[src/capture_timestamp_sync_pkg.sv]
// Package for the capture time stamp block: stream record layout, time
// base constants, time base select codes and the carrier structs.
// Assumes a 10 MHz system clock and synchronous single-cycle strobes.
package capture_timestamp_sync_pkg;

   // -----------------------------------------------------------------
   // Clocks and time base
   // -----------------------------------------------------------------
   localparam int unsigned SYS_CLK_HZ = 10_000_000;
   localparam int unsigned SRC_CLK_HZ = 27_000_000;
   localparam int unsigned TICK_HZ    = 90_000;
   localparam int unsigned TICK_DIV   = SRC_CLK_HZ / TICK_HZ;
   localparam int unsigned DIV_W      = 9;
   localparam logic [DIV_W-1:0] DIV_LAST = DIV_W'(TICK_DIV - 1);

   // -----------------------------------------------------------------
   // Capture time counter
   // -----------------------------------------------------------------
   localparam int unsigned TS_W = 33;
   localparam logic [TS_W-1:0] TS_ZERO = 33'h000000000;
   localparam logic [TS_W-1:0] TS_ONE  = 33'h000000001;

   // Time base select field, bits 5..6 of the video input control word
   localparam logic [1:0] TB_MAIN    = 2'h0;
   localparam logic [1:0] TB_DECODER = 2'h1;

   // -----------------------------------------------------------------
   // User data record
   // -----------------------------------------------------------------
   localparam logic [31:0] USER_START_CODE = 32'h000001b2;
   localparam logic [15:0] STAMP_ID        = 16'h0207;
   localparam logic [4:0]  STAMP_PAD       = 5'h00;
   localparam logic        STAMP_MARK      = 1'b1;
   localparam int unsigned REC_BYTES       = 11;
   localparam int unsigned REC_BITS        = REC_BYTES * 8;
   localparam logic [3:0]  REC_LAST        = 4'ha;
   localparam logic [3:0]  IDX_ZERO        = 4'h0;
   localparam logic [3:0]  IDX_ONE         = 4'h1;

   // -----------------------------------------------------------------
   // Telecine
   // -----------------------------------------------------------------
   localparam logic [2:0] FILM_DROP_SLOT = 3'h4;
   localparam logic [2:0] FILM_ZERO      = 3'h0;
   localparam logic [2:0] FILM_ONE       = 3'h1;

   // -----------------------------------------------------------------
   // Output FIFO
   // -----------------------------------------------------------------
   localparam int unsigned FIFO_W = 8;
   localparam int unsigned FIFO_D = 4;

   // Frame timing strobes from the video capture front end
   typedef struct packed {
      logic vsync;         // Vertical sync, one cycle
      logic vsync_lost;    // Sync fell out of step, one cycle
      logic first_pixel;   // First active pixel captured, one cycle
      logic header_done;   // Frame header written to stream, one cycle
      logic active;        // Active video level
   } frame_evt_s;

   // Telecine inputs
   typedef struct packed {
      logic detect_enable; // Telecine detection switched on
      logic ntsc;          // Input standard is NTSC
      logic film_found;    // Film cadence currently recognised
   } telecine_s;

endpackage

[src/capture_timestamp_sync.sv]
// Capture time stamp block: 33-bit 90 kHz capture clock, per-frame stamp
// latch, user data record insertion, valid video flag, telecine dropping.
// Assumes strobes synchronous to clk_sys and a byte sink with ready.
//
// Functional notes
// - A 33-bit capture counter advances once per 90 kHz tick.
// - The counter clears to zero when the encode start command comes.
// - Each frame's stamp is the counter value at its first active pixel.
// - A user data record opening with 000001b2 follows each header that arrives while no record is in progress.
// - The two-byte identifier 0207 follows the start code.
// - Five stamp bytes: pad, bits 32-30, marker, 29-15, marker, 14-0.
// - A two-bit select picks decoder pixel clock or main clock as base.
// - The valid video flag is high only while valid video is sampled.
// - Capture halts on sync loss and resumes at the next valid sync.
// - Lost frames only move the stamp forward, never backward.
// - Telecine detection works only for NTSC and drops duplicates.
// - Film cadence swaps NTSC and 24 fps sequences, in both directions.
// - In a film sequence one of every five source frames is dropped.

`timescale 1ns/1ns
`default_nettype none

// --------------------------------------------------------------------
// Shift FIFO, head word held in slot zero so it leaves from a flop
// --------------------------------------------------------------------
module byte_fifo
#(
   parameter int unsigned WIDTH = 8,
   parameter int unsigned DEPTH = 4
)
(
   input  wire logic             clk_sys,
   input  wire logic             rst_b,
   input  wire logic             clk_en,
   input  wire logic             flush,
   input  wire logic [WIDTH-1:0] in_data,
   input  wire logic             in_valid,
   output logic                  in_ready,
   output logic [WIDTH-1:0]      out_data,
   output logic                  out_valid,
   input  wire logic             out_ready
);
   localparam int unsigned CW = $clog2(DEPTH + 1);
   localparam logic [CW-1:0] C_ZERO = '0;
   localparam logic [CW-1:0] C_ONE  = CW'(1);
   localparam logic [CW-1:0] C_FULL = CW'(DEPTH);

   logic [WIDTH-1:0] mem [DEPTH];
   logic [CW-1:0]    count;
   logic [CW-1:0]    next_count;
   logic [CW-1:0]    wr_slot;
   logic             push;
   logic             pop;

   // Handshakes; a pop frees a slot for the same cycle's push position
   assign push       = in_valid & in_ready;
   assign pop        = out_valid & out_ready;
   assign next_count = count + (push ? C_ONE : C_ZERO)
                       - (pop ? C_ONE : C_ZERO);
   assign wr_slot    = pop ? count - C_ONE : count;
   assign out_data   = mem[0];

   // Occupancy and flags, registered so ready and valid are honest
   always_ff @(posedge clk_sys)
   begin
      if (!rst_b || (clk_en && flush))
      begin
         count     <= C_ZERO;
         in_ready  <= 1'b1;
         out_valid <= 1'b0;
      end
      else if (clk_en)
      begin
         count     <= next_count;
         in_ready  <= (next_count != C_FULL);
         out_valid <= (next_count != C_ZERO);
      end
   end

   // Storage shifts toward slot zero on each pop
   for (genvar i = 0; i < DEPTH; i++)
   begin : g_slot
      always_ff @(posedge clk_sys)
      begin
         if (!rst_b)
            mem[i] <= '0;
         else if (clk_en)
         begin
            if (push && wr_slot == CW'(i))
               mem[i] <= in_data;
            else if (pop && i < DEPTH - 1)
               mem[i] <= mem[(i + 1) % DEPTH];
         end
      end
   end
endmodule

// --------------------------------------------------------------------
// Top level
// --------------------------------------------------------------------
module capture_timestamp_sync
   import capture_timestamp_sync_pkg::*;
(
   input  wire logic        clk_sys,
   input  wire logic        rst_b,
   input  wire logic        clk_en,
   input  wire logic        start_cmd,
   input  wire logic [1:0]  time_base_select,
   input  wire logic        decoder_pixel_clock,
   input  wire logic        main_clock_input,
   input  wire frame_evt_s  frame_in,
   input  wire telecine_s   telecine_in,
   output logic             valid_video_flag,
   output logic             capturing,
   output logic             frame_drop,
   output logic             seq_end,
   output logic             seq_start,
   output logic             seq_film,
   output logic [TS_W-1:0]  stamp,
   output logic [7:0]       stream_data,
   output logic             stream_valid,
   input  wire logic        stream_ready
);
   typedef enum logic [0:0] {
      SEQ_NTSC = 1'b0,
      SEQ_FILM = 1'b1
   } seq_mode_e;

   typedef enum logic [0:0] {
      EM_IDLE = 1'b0,
      EM_SEND = 1'b1
   } emit_state_e;

   // -----------------------------------------------------------------
   // Time base
   // -----------------------------------------------------------------
   logic [DIV_W-1:0] div_count;
   logic [TS_W-1:0]  capture_count;
   logic             src_edge;
   logic             tick;

   // Source pick; reserved codes fall back to the main clock
   assign src_edge = (time_base_select == TB_DECODER)
                     ? decoder_pixel_clock
                     : main_clock_input;
   assign tick     = src_edge && (div_count == DIV_LAST);

   // Divide source cycles down to 90 kHz, counter wraps modulo 2^33
   always_ff @(posedge clk_sys)
   begin
      if (!rst_b)
      begin
         div_count     <= '0;
         capture_count <= TS_ZERO;
      end
      else if (clk_en)
      begin
         if (start_cmd)
         begin
            div_count     <= '0;
            capture_count <= TS_ZERO;
         end
         else if (src_edge)
         begin
            div_count <= tick ? '0 : div_count + 1'b1;
            if (tick)
               capture_count <= capture_count + TS_ONE;
         end
      end
   end

   // -----------------------------------------------------------------
   // Sync tracking and telecine
   // -----------------------------------------------------------------
   seq_mode_e seq_mode;
   logic [2:0] film_slot;
   logic       film_allowed;
   logic       drop_now;

   // Detection only counts on NTSC; elsewhere the cadence input is moot
   assign film_allowed = telecine_in.detect_enable
                         && telecine_in.ntsc;
   assign drop_now     = (seq_mode == SEQ_FILM)
                         && (film_slot == FILM_DROP_SLOT);

   // Capture gate: stop on lost sync, restart on next good vsync
   always_ff @(posedge clk_sys)
   begin
      if (!rst_b)
         capturing <= 1'b0;
      else if (clk_en)
      begin
         if (frame_in.vsync_lost)
            capturing <= 1'b0;
         else if (frame_in.vsync)
            capturing <= 1'b1;
      end
   end

   // Valid video flag follows sampled active video while capturing, cleared on sync loss or a dropped frame
   always_ff @(posedge clk_sys)
   begin
      if (!rst_b)
         valid_video_flag <= 1'b0;
      else if (clk_en)
         valid_video_flag <= capturing && frame_in.active
                             && !frame_in.vsync_lost
                             && !frame_drop;
   end

   // Sequence mode switches with end and start strobes on each change
   always_ff @(posedge clk_sys)
   begin
      if (!rst_b)
      begin
         seq_mode   <= SEQ_NTSC;
         film_slot  <= FILM_ZERO;
         frame_drop <= 1'b0;
         seq_end    <= 1'b0;
         seq_start  <= 1'b0;
      end
      else if (clk_en)
      begin
         seq_end   <= 1'b0;
         seq_start <= 1'b0;
         if (frame_in.vsync && capturing)
         begin
            unique case (seq_mode)
               SEQ_NTSC:
               begin
                  frame_drop <= 1'b0;
                  if (film_allowed && telecine_in.film_found)
                  begin
                     seq_mode  <= SEQ_FILM;
                     seq_end   <= 1'b1;
                     seq_start <= 1'b1;
                     film_slot <= FILM_ZERO;
                  end
               end
               SEQ_FILM:
               begin
                  if (!(film_allowed && telecine_in.film_found))
                  begin
                     seq_mode   <= SEQ_NTSC;
                     seq_end    <= 1'b1;
                     seq_start  <= 1'b1;
                     frame_drop <= 1'b0;
                  end
                  else
                  begin
                     frame_drop <= drop_now;
                     film_slot  <= drop_now ? FILM_ZERO
                                            : film_slot + FILM_ONE;
                  end
               end
            endcase
         end
      end
   end

   assign seq_film = (seq_mode == SEQ_FILM);

   // -----------------------------------------------------------------
   // Stamp latch
   // -----------------------------------------------------------------
   logic stamp_take;

   // Dropped or uncaptured frames leave the stamp alone, so gaps only
   // show as a forward jump on the next kept frame
   assign stamp_take = frame_in.first_pixel && capturing && !frame_drop;

   always_ff @(posedge clk_sys)
   begin
      if (!rst_b)
         stamp <= TS_ZERO;
      else if (clk_en)
      begin
         if (start_cmd)
            stamp <= TS_ZERO;
         else if (stamp_take)
            stamp <= capture_count;
      end
   end

   // -----------------------------------------------------------------
   // User data record emitter
   // -----------------------------------------------------------------
   emit_state_e         emit_state;
   logic [3:0]          byte_idx;
   logic [TS_W-1:0]     rec_stamp;
   logic [REC_BITS-1:0] record;
   logic [7:0]          rec_byte;
   logic                fifo_ready;
   logic                emit_valid;
   logic                emit_fire;

   // Start code, identifier, then stamp with pad and two markers
   assign record = {USER_START_CODE,
                    STAMP_ID,
                    STAMP_PAD, rec_stamp[32:30],
                    STAMP_MARK, rec_stamp[29:15],
                    STAMP_MARK, rec_stamp[14:0]};
   assign rec_byte   = record[REC_BITS - 1 - 8 * byte_idx -: 8];
   assign emit_valid = (emit_state == EM_SEND);
   assign emit_fire  = emit_valid && fifo_ready;

   // Headers arriving mid-record are not queued; one record per frame
   always_ff @(posedge clk_sys)
   begin
      if (!rst_b)
      begin
         emit_state <= EM_IDLE;
         byte_idx   <= IDX_ZERO;
         rec_stamp  <= TS_ZERO;
      end
      else if (clk_en)
      begin
         unique case (emit_state)
            EM_IDLE:
               if (frame_in.header_done)
               begin
                  emit_state <= EM_SEND;
                  byte_idx   <= IDX_ZERO;
                  rec_stamp  <= stamp;
               end
            EM_SEND:
               if (emit_fire)
               begin
                  byte_idx <= byte_idx + IDX_ONE;
                  if (byte_idx == REC_LAST)
                     emit_state <= EM_IDLE;
               end
         endcase
      end
   end

   // Byte queue toward the stream; a stalled sink stalls the emitter
   byte_fifo #(
      .WIDTH (FIFO_W),
      .DEPTH (FIFO_D)
   ) u_fifo (
      .clk_sys   (clk_sys),
      .rst_b     (rst_b),
      .clk_en    (clk_en),
      .flush     (start_cmd),
      .in_data   (rec_byte),
      .in_valid  (emit_valid),
      .in_ready  (fifo_ready),
      .out_data  (stream_data),
      .out_valid (stream_valid),
      .out_ready (stream_ready)
   );
endmodule

`default_nettype wire

[config.mk]
export PLATFORM = sky130hd
export DESIGN_NAME = capture_timestamp_sync
export DESIGN_NICKNAME = d
export VERILOG_FILES = /design/src/capture_timestamp_sync_pkg.sv /design/src/capture_timestamp_sync.sv
export SDC_FILE = /design/constraint.sdc
export NUM_CORES = 1
export LEC_CHECK = 0
export BUFFER_PORTS_ARGS = -buffer_cell sky130_fd_sc_hd__buf_2
export CAP_MARGIN = 20
export CORE_UTILIZATION = 40
export CTS_CLUSTER_SIZE = 24
export DETAILED_ROUTE_END_ITERATION = 12
export SLEW_MARGIN = 20
export SYNTH_ARGS = -nofsm -noshare
export SYNTH_HDL_FRONTEND = slang
export SYNTH_SLANG_ARGS = --single-unit
[constraint.sdc]
create_clock -name clk_sys -period 4.2 [get_ports clk_sys]
set_input_delay 1.05 -clock clk_sys [delete_from_list [all_inputs] [get_ports clk_sys]]
set_output_delay 1.05 -clock clk_sys [all_outputs]
set_load 0.1 [all_outputs]
## Yosys cells after proc, flatten, opt, wreduce, memory -nomap -nowiden

Memory sizes are Yosys's and may differ from the RTL's.
Index checks and enable logic that the tools add are counted.
Widths: inputs -> output; s select.

| operators by class | value |
|---|---|
| add/sub/neg operators | 8 |
| equal/unequal tests | 12 |
| shifts and indexed selects | 1 |
| muxes and demuxes | 68 |
| bitwise logic cells | 11 |
| reductions and logical operators | 34 |

Operators by type and width:

| operator | count |
|---|---|
| $mux 33 | 5 |
| $shiftx 95x33->8 | 1 |
| $mux 8 | 7 |
| $mux 1 | 42 |
| $add 33x1->33 const B | 1 |
| $mux 9 | 3 |
| $logic_and 1x1->1 | 16 |
| $mux 3 | 4 |
| $add 9x1->9 const B | 1 |
| $eq 9x9->1 const B | 1 |
| $reduce_and 3->1 | 3 |
| $mux 4 | 2 |
| $pmux 4 s2 | 1 |
| $reduce_and 2->1 | 4 |
| $reduce_bool 2->1 | 4 |
| $sub 7x7->8 const A | 1 |
| $or 1x1->1 | 7 |
| $eq 3x2->1 const B | 2 |
| $pmux 1 s2 | 3 |
| $pmux 3 s2 | 1 |
| $add 4x1->4 const B | 1 |
| $eq 4x4->1 const B | 1 |
| $ne 2x1->1 const B | 2 |
| $ne 2x2->1 const B | 2 |
| 15 further kinds | 19 |

| word-level totals | value |
|---|---|
| bits in registers | 126 |
| RAM bits | 32 |
| logic and storage cells | 150 |
| memories kept | 1 |

Memories:

| name | words | width | rd ports | clocked after memory_dff | wr ports | RTL line | RTL |
|---|---|---|---|---|---|---|---|
| u_fifo.mem | 4 | 8 | 4 | 0 | 4 | capture_timestamp_sync.sv:48 | `logic [WIDTH-1:0] mem [DEPTH];` |

## Longest topological paths before layout

| depth | value |
|---|---|
| word-level depth | 10 |
| depth in mapped cells | 10 |
| mapped depth without buffers | 8 |

## Cells and area by module

From an unflattened synthesis, not the netlist that was laid out.

| second synthesis, totals | value |
|---|---|
| cell total of the unflattened synthesis | 823 |
| area total of the unflattened synthesis | 7,727.4 um2 |

Modules (own cells, without submodules):

| module | times used | cells an instance | area an instance (um2) | seq. area each (um2) |
|---|---|---|---|---|
| capture_timestamp_sync | 1 | 656 | 5,666.7 | 2,422.3 |
| byte_fifo | 1 | 167 | 2,060.7 | 1,061.0 |

## Worst setup path after synthesis

No wires, ideal clock.

| timing | value |
|---|---|
| path kind | register -> register |
| start point | register u_fifo.out_valid |
| end point | memory u_fifo.mem[1][2] (netlist: u_fifo.mem[0][10]), enable pin |
| library setup time | 384 ps |
| data arrival time | 2,556 ps |
| data required time | 3,816 ps |
| path slack | 1,260 ps |
| cell stages (with the launch flop) | 7 |
| buffers on the path | 1 |
| period minus slack after synthesis | 2,940 ps |
| cells stage by stage | dfxtp_1 -> and2_1 -> buf_2 -> a21oi_1 -> nor2_1 -> a21oi_1 -> o21ai_0 |

RTL lines:

| what | RTL line | RTL |
|---|---|---|
| start, declared | capture_timestamp_sync.sv:40 | `output logic out_valid,` |
| start signal, assigned | capture_timestamp_sync.sv:76 | `out_valid <= (next_count != C_ZERO);` |
| end, declared | capture_timestamp_sync.sv:48 |  |

==> impl_metrics.py <==
metrics = {
    "die": {
        "ioPinCount": 65,
        "die_w_um": 140,
        "dieArea_um2": 19600,
        "rows": 50,
        "start_util_pct": 40.8,
        "die_h_um": 140,
        "core_area_um2": 18700,
    },
    "global_route": {
        "antenna_found_initial": 0,
        "grt_pass1_vias": 5680,
        "grt-ovfl-total": 0,
        "track_usage_pct": 19.6,
        "grt_first_pass_wirelength_um": 30200,
        "grt_max_degree": 66,
    },
    "placement": {
        "post-place-ws_ps": 1140,
        "placed_cell_area_um2": 8020,
        "hpwl_um": 12800,
        "port_buffers": 64,
        "gp_congestion": 0.815,
    },
    "cts": {
        "htreeDepth": 4,
        "cts_buffers": 17,
        "clkLatencyLatePin_ps": 430,
        "cts_resized": 0,
        "clock_path_buffers": 2,
        "clock_tree.root_cell": "clkbuf_16",
        "cts_sinks": 158,
        "clk_pin_slew_ps": 60,
        "cts_hold_buf": 0,
        "cts_setup_buffers": 0,
        "cts_tree": "done",
    },
    "yosys": {
        "synth.top_cell.area_share_pct": 33.0,
        "ys_seq_area_share_pct": 45.6,
        "synthCells": 824,
        "synth_edf_count": 32,
        "synthesis.nets": 853,
        "ys_types": 69,
        "syn_area_per_cell_um2": 9.26,
        "synth_ff_type": "dfxtp_1",
        "ys_top_cells_by_area": "dfxtp_1 33%, edfxtp_1 13%, nand2_1 5.8%",
        "yosys.area.top_type": "dfxtp_1",
        "synth_warnings": 0,
        "ys_ff_latch": 158,
        "netlist_area_um2": 7630,
        "async_flop_share_pct": 0,
    },
    "cells_and_area": {
        "fill_cells": 1800,
        "nNetsFinal": 885,
        "drive_above_1_share_pct": 14.8,
        "n_antenna_cell": 0,
        "fin_area_um2": 8630,
        "area_growth_pct": 13.1,
        "post-route-util_pct": 46.1,
    },
    "worst_setup_path": {
        "path_class": "reg2reg",
        "start_kind": "flop",
        "critical_path_required_ps": 4480,
        "cp_max_fo": 19,
        "worstSetupEndpointType": "flop",
        "ff2ff_setup_slack_ps": 1440,
        "cp_data_arrival_time_ps": 3050,
    },
    "job": {
        "drv_cap": 0,
    },
    "sta": {
        "fin_crit_sh_pct": 65.7,
        "rsz0062_at_grt": "false",
        "layout_min_cycle_time_ps": 2760,
        "fin_worst_skew_ps": 9.60,
        "hold_viol": 0,
        "holdWs_ps": 461,
        "finalSetupViolations": 0,
        "worstMarginPinSlew_ps": 831,
        "final-max-slew-violation-count": 0,
        "final.setup.tns_ps": 0,
        "fmax_ghz": 0.362,
        "finalWorstSetupSlack_ps": 1440,
        "slew_headroom_pct": 44.1,
    },
    "route": {
        "wire_per_inst_um": 16.7,
        "postRouteAntennaNets": 0,
        "vias": 6187,
        "drt_iter0_drc": 312,
        "drt_first_pass_iters": 5,
        "via_per_inst": 5.61,
        "wl_um": 18400,
        "drc_errors": 0,
    },
    "power_and_ir_drop": {
        "vdd_ir_drop_max_v": 0.000317,
        "sequentialPowerShare_pct": 46.4,
        "p_sw_share_pct": 24.5,
        "p_int_w": 0.00257,
        "p_clk_share_pct": 46.9,
        "p_sw_w": 0.000835,
        "p_leak_nw": 2.99,
        "pwr_density_cell_nw_per_um2": 394,
        "p_comb_share_pct": 6.8,
    },
    "hold_path": {
        "hold_path.class": "reg2reg",
    },
    "outcome": {
        "status": "complete, no violations",
    },
}
[cell usage after synthesis, drive strengths merged, types with 5 or more instances]
master / number
dfxtp: 126
nand2: 117
nor2b: 45
nor2: 44
a21boi: 43
a21oi: 39
clkbuf: 38
a22oi: 36
edfxtp: 32
buf: 24
o31ai: 24
nand3: 23
nand4: 23
or4: 23
inv: 20
o21ai: 14
a22o: 13
ha: 11
mux2i: 11
and2: 10
nor3: 9
and3: 8
nand2b: 7
xor2: 7
o22ai: 6
a31oi: 5
mux4: 5
nor4: 5
xnor2: 5
[cell usage in the layout (no fill, tap or decap), types with 7 or more instances in the layout]
cell,count
ha_1,11
o31ai_1,24
a22o_1,13
nand3_1,21
nor2_1,43
buf_2,64
o21ai_0,12
a21boi_0,40
edfxtp_1,32
nand4_1,21
xor2_1,7
inv_1,19
nor3_1,9
clkbuf_16,17
and3_1,7
dfxtp_1,126
a22oi_1,36
or4_1,23
nor2b_1,45
nand2b_1,7
mux2i_1,11
and2_1,10
buf_4,11
nand2_1,117
a21oi_1,37
[cells by family after synthesis]
| family | share of synthesized area [%] |
|---|---|
| AND/OR/NAND/NOR | 23.1 |
| AO/OA/AOI/OAI | 19.6 |
| flip-flops | 45.6 |
| buffers and inverters | 5.16 |
| multiplexers | 3.07 |
| XOR/XNOR | 1.38 |
| adder cells (fa/ha/maj) | 2.07 |
[cell type report]
| cell class | count | area (um^2) | area share [%] |
|---|---|---|---|
| Clock buffer | 17 | 425 | 4.93 |
| Clock inverter | 15 | 189 | 2.19 |
| Inverter | 20 | 75.1 | 0.870 |
| Multi-Input combinational cell | 584 | 3760 | 43.6 |
| Sequential cell | 158 | 3480 | 40.4 |
| Tap cell | 234 | 293 | 3.39 |
| Timing Repair Buffer | 75 | 403 | 4.67 |
[sequential cells by signal (all words and copies together) (netlist names)]
name and count:
u_fifo.in_ready 1, stamp 33, film_slot 3, frame_drop 1, rec_stamp 33, capture_count 33
valid_video_flag 1, u_fifo.out_valid 1, emit_state 1, seq_start 1, div_count 9, capturing 1
u_fifo.count 3, byte_idx 4, u_fifo.mem 32, seq_film 1
[path summary, 6_finish.rpt]
check             cells past startpoint                 to     startpoint
hold / removal                        2      rec_stamp[19]  rec_stamp[19]
setup reg to reg                      5  u_fifo.mem[1][15]    byte_idx[1]
hold reg to reg                       2      rec_stamp[19]  rec_stamp[19]
setup / recovery                      5  u_fifo.mem[1][15]    byte_idx[1]
[per-layer routing]
layer | part of all wire, % | vias up | global-route usage [%]
met3 | 4.2 | 16 | 4.07
met4 | 1.2 | 0 | 6.59
li1 | - | 3068 | -
met5 | 0 | - | 0
met1 | 51 | 2959 | 27.3
met2 | 44 | 144 | 30.3
[power groups by stage]
stage	combinational (W)	sequential [W]	clock, W
after floorplan	0.000175	0.00162	0
after global placement	0.000229	0.00161	0
after detailed placement	0.000230	0.00161	0
after CTS	0.000231	0.00158	0.00163
after global routing	0.000249	0.00158	0.00170
final	0.000230	0.00158	0.00160
[stage by stage]
step,instances,total power (W)
after detailed placement,1071,0.00184
after global routing,1103,0.00353
final,1103,0.00340
after CTS,1103,0.00344
after floorplan,824,0.00180
after global placement,1071,0.00184
[critical path, cell delays in order, from the launching register on]
cell	delay [ps]
dfxtp_1	420
ha_1	860
o2111ai_1	210
nand3_1	270
a21boi_0	590
and3_1	270
Power figures use the tool's default switching activity.
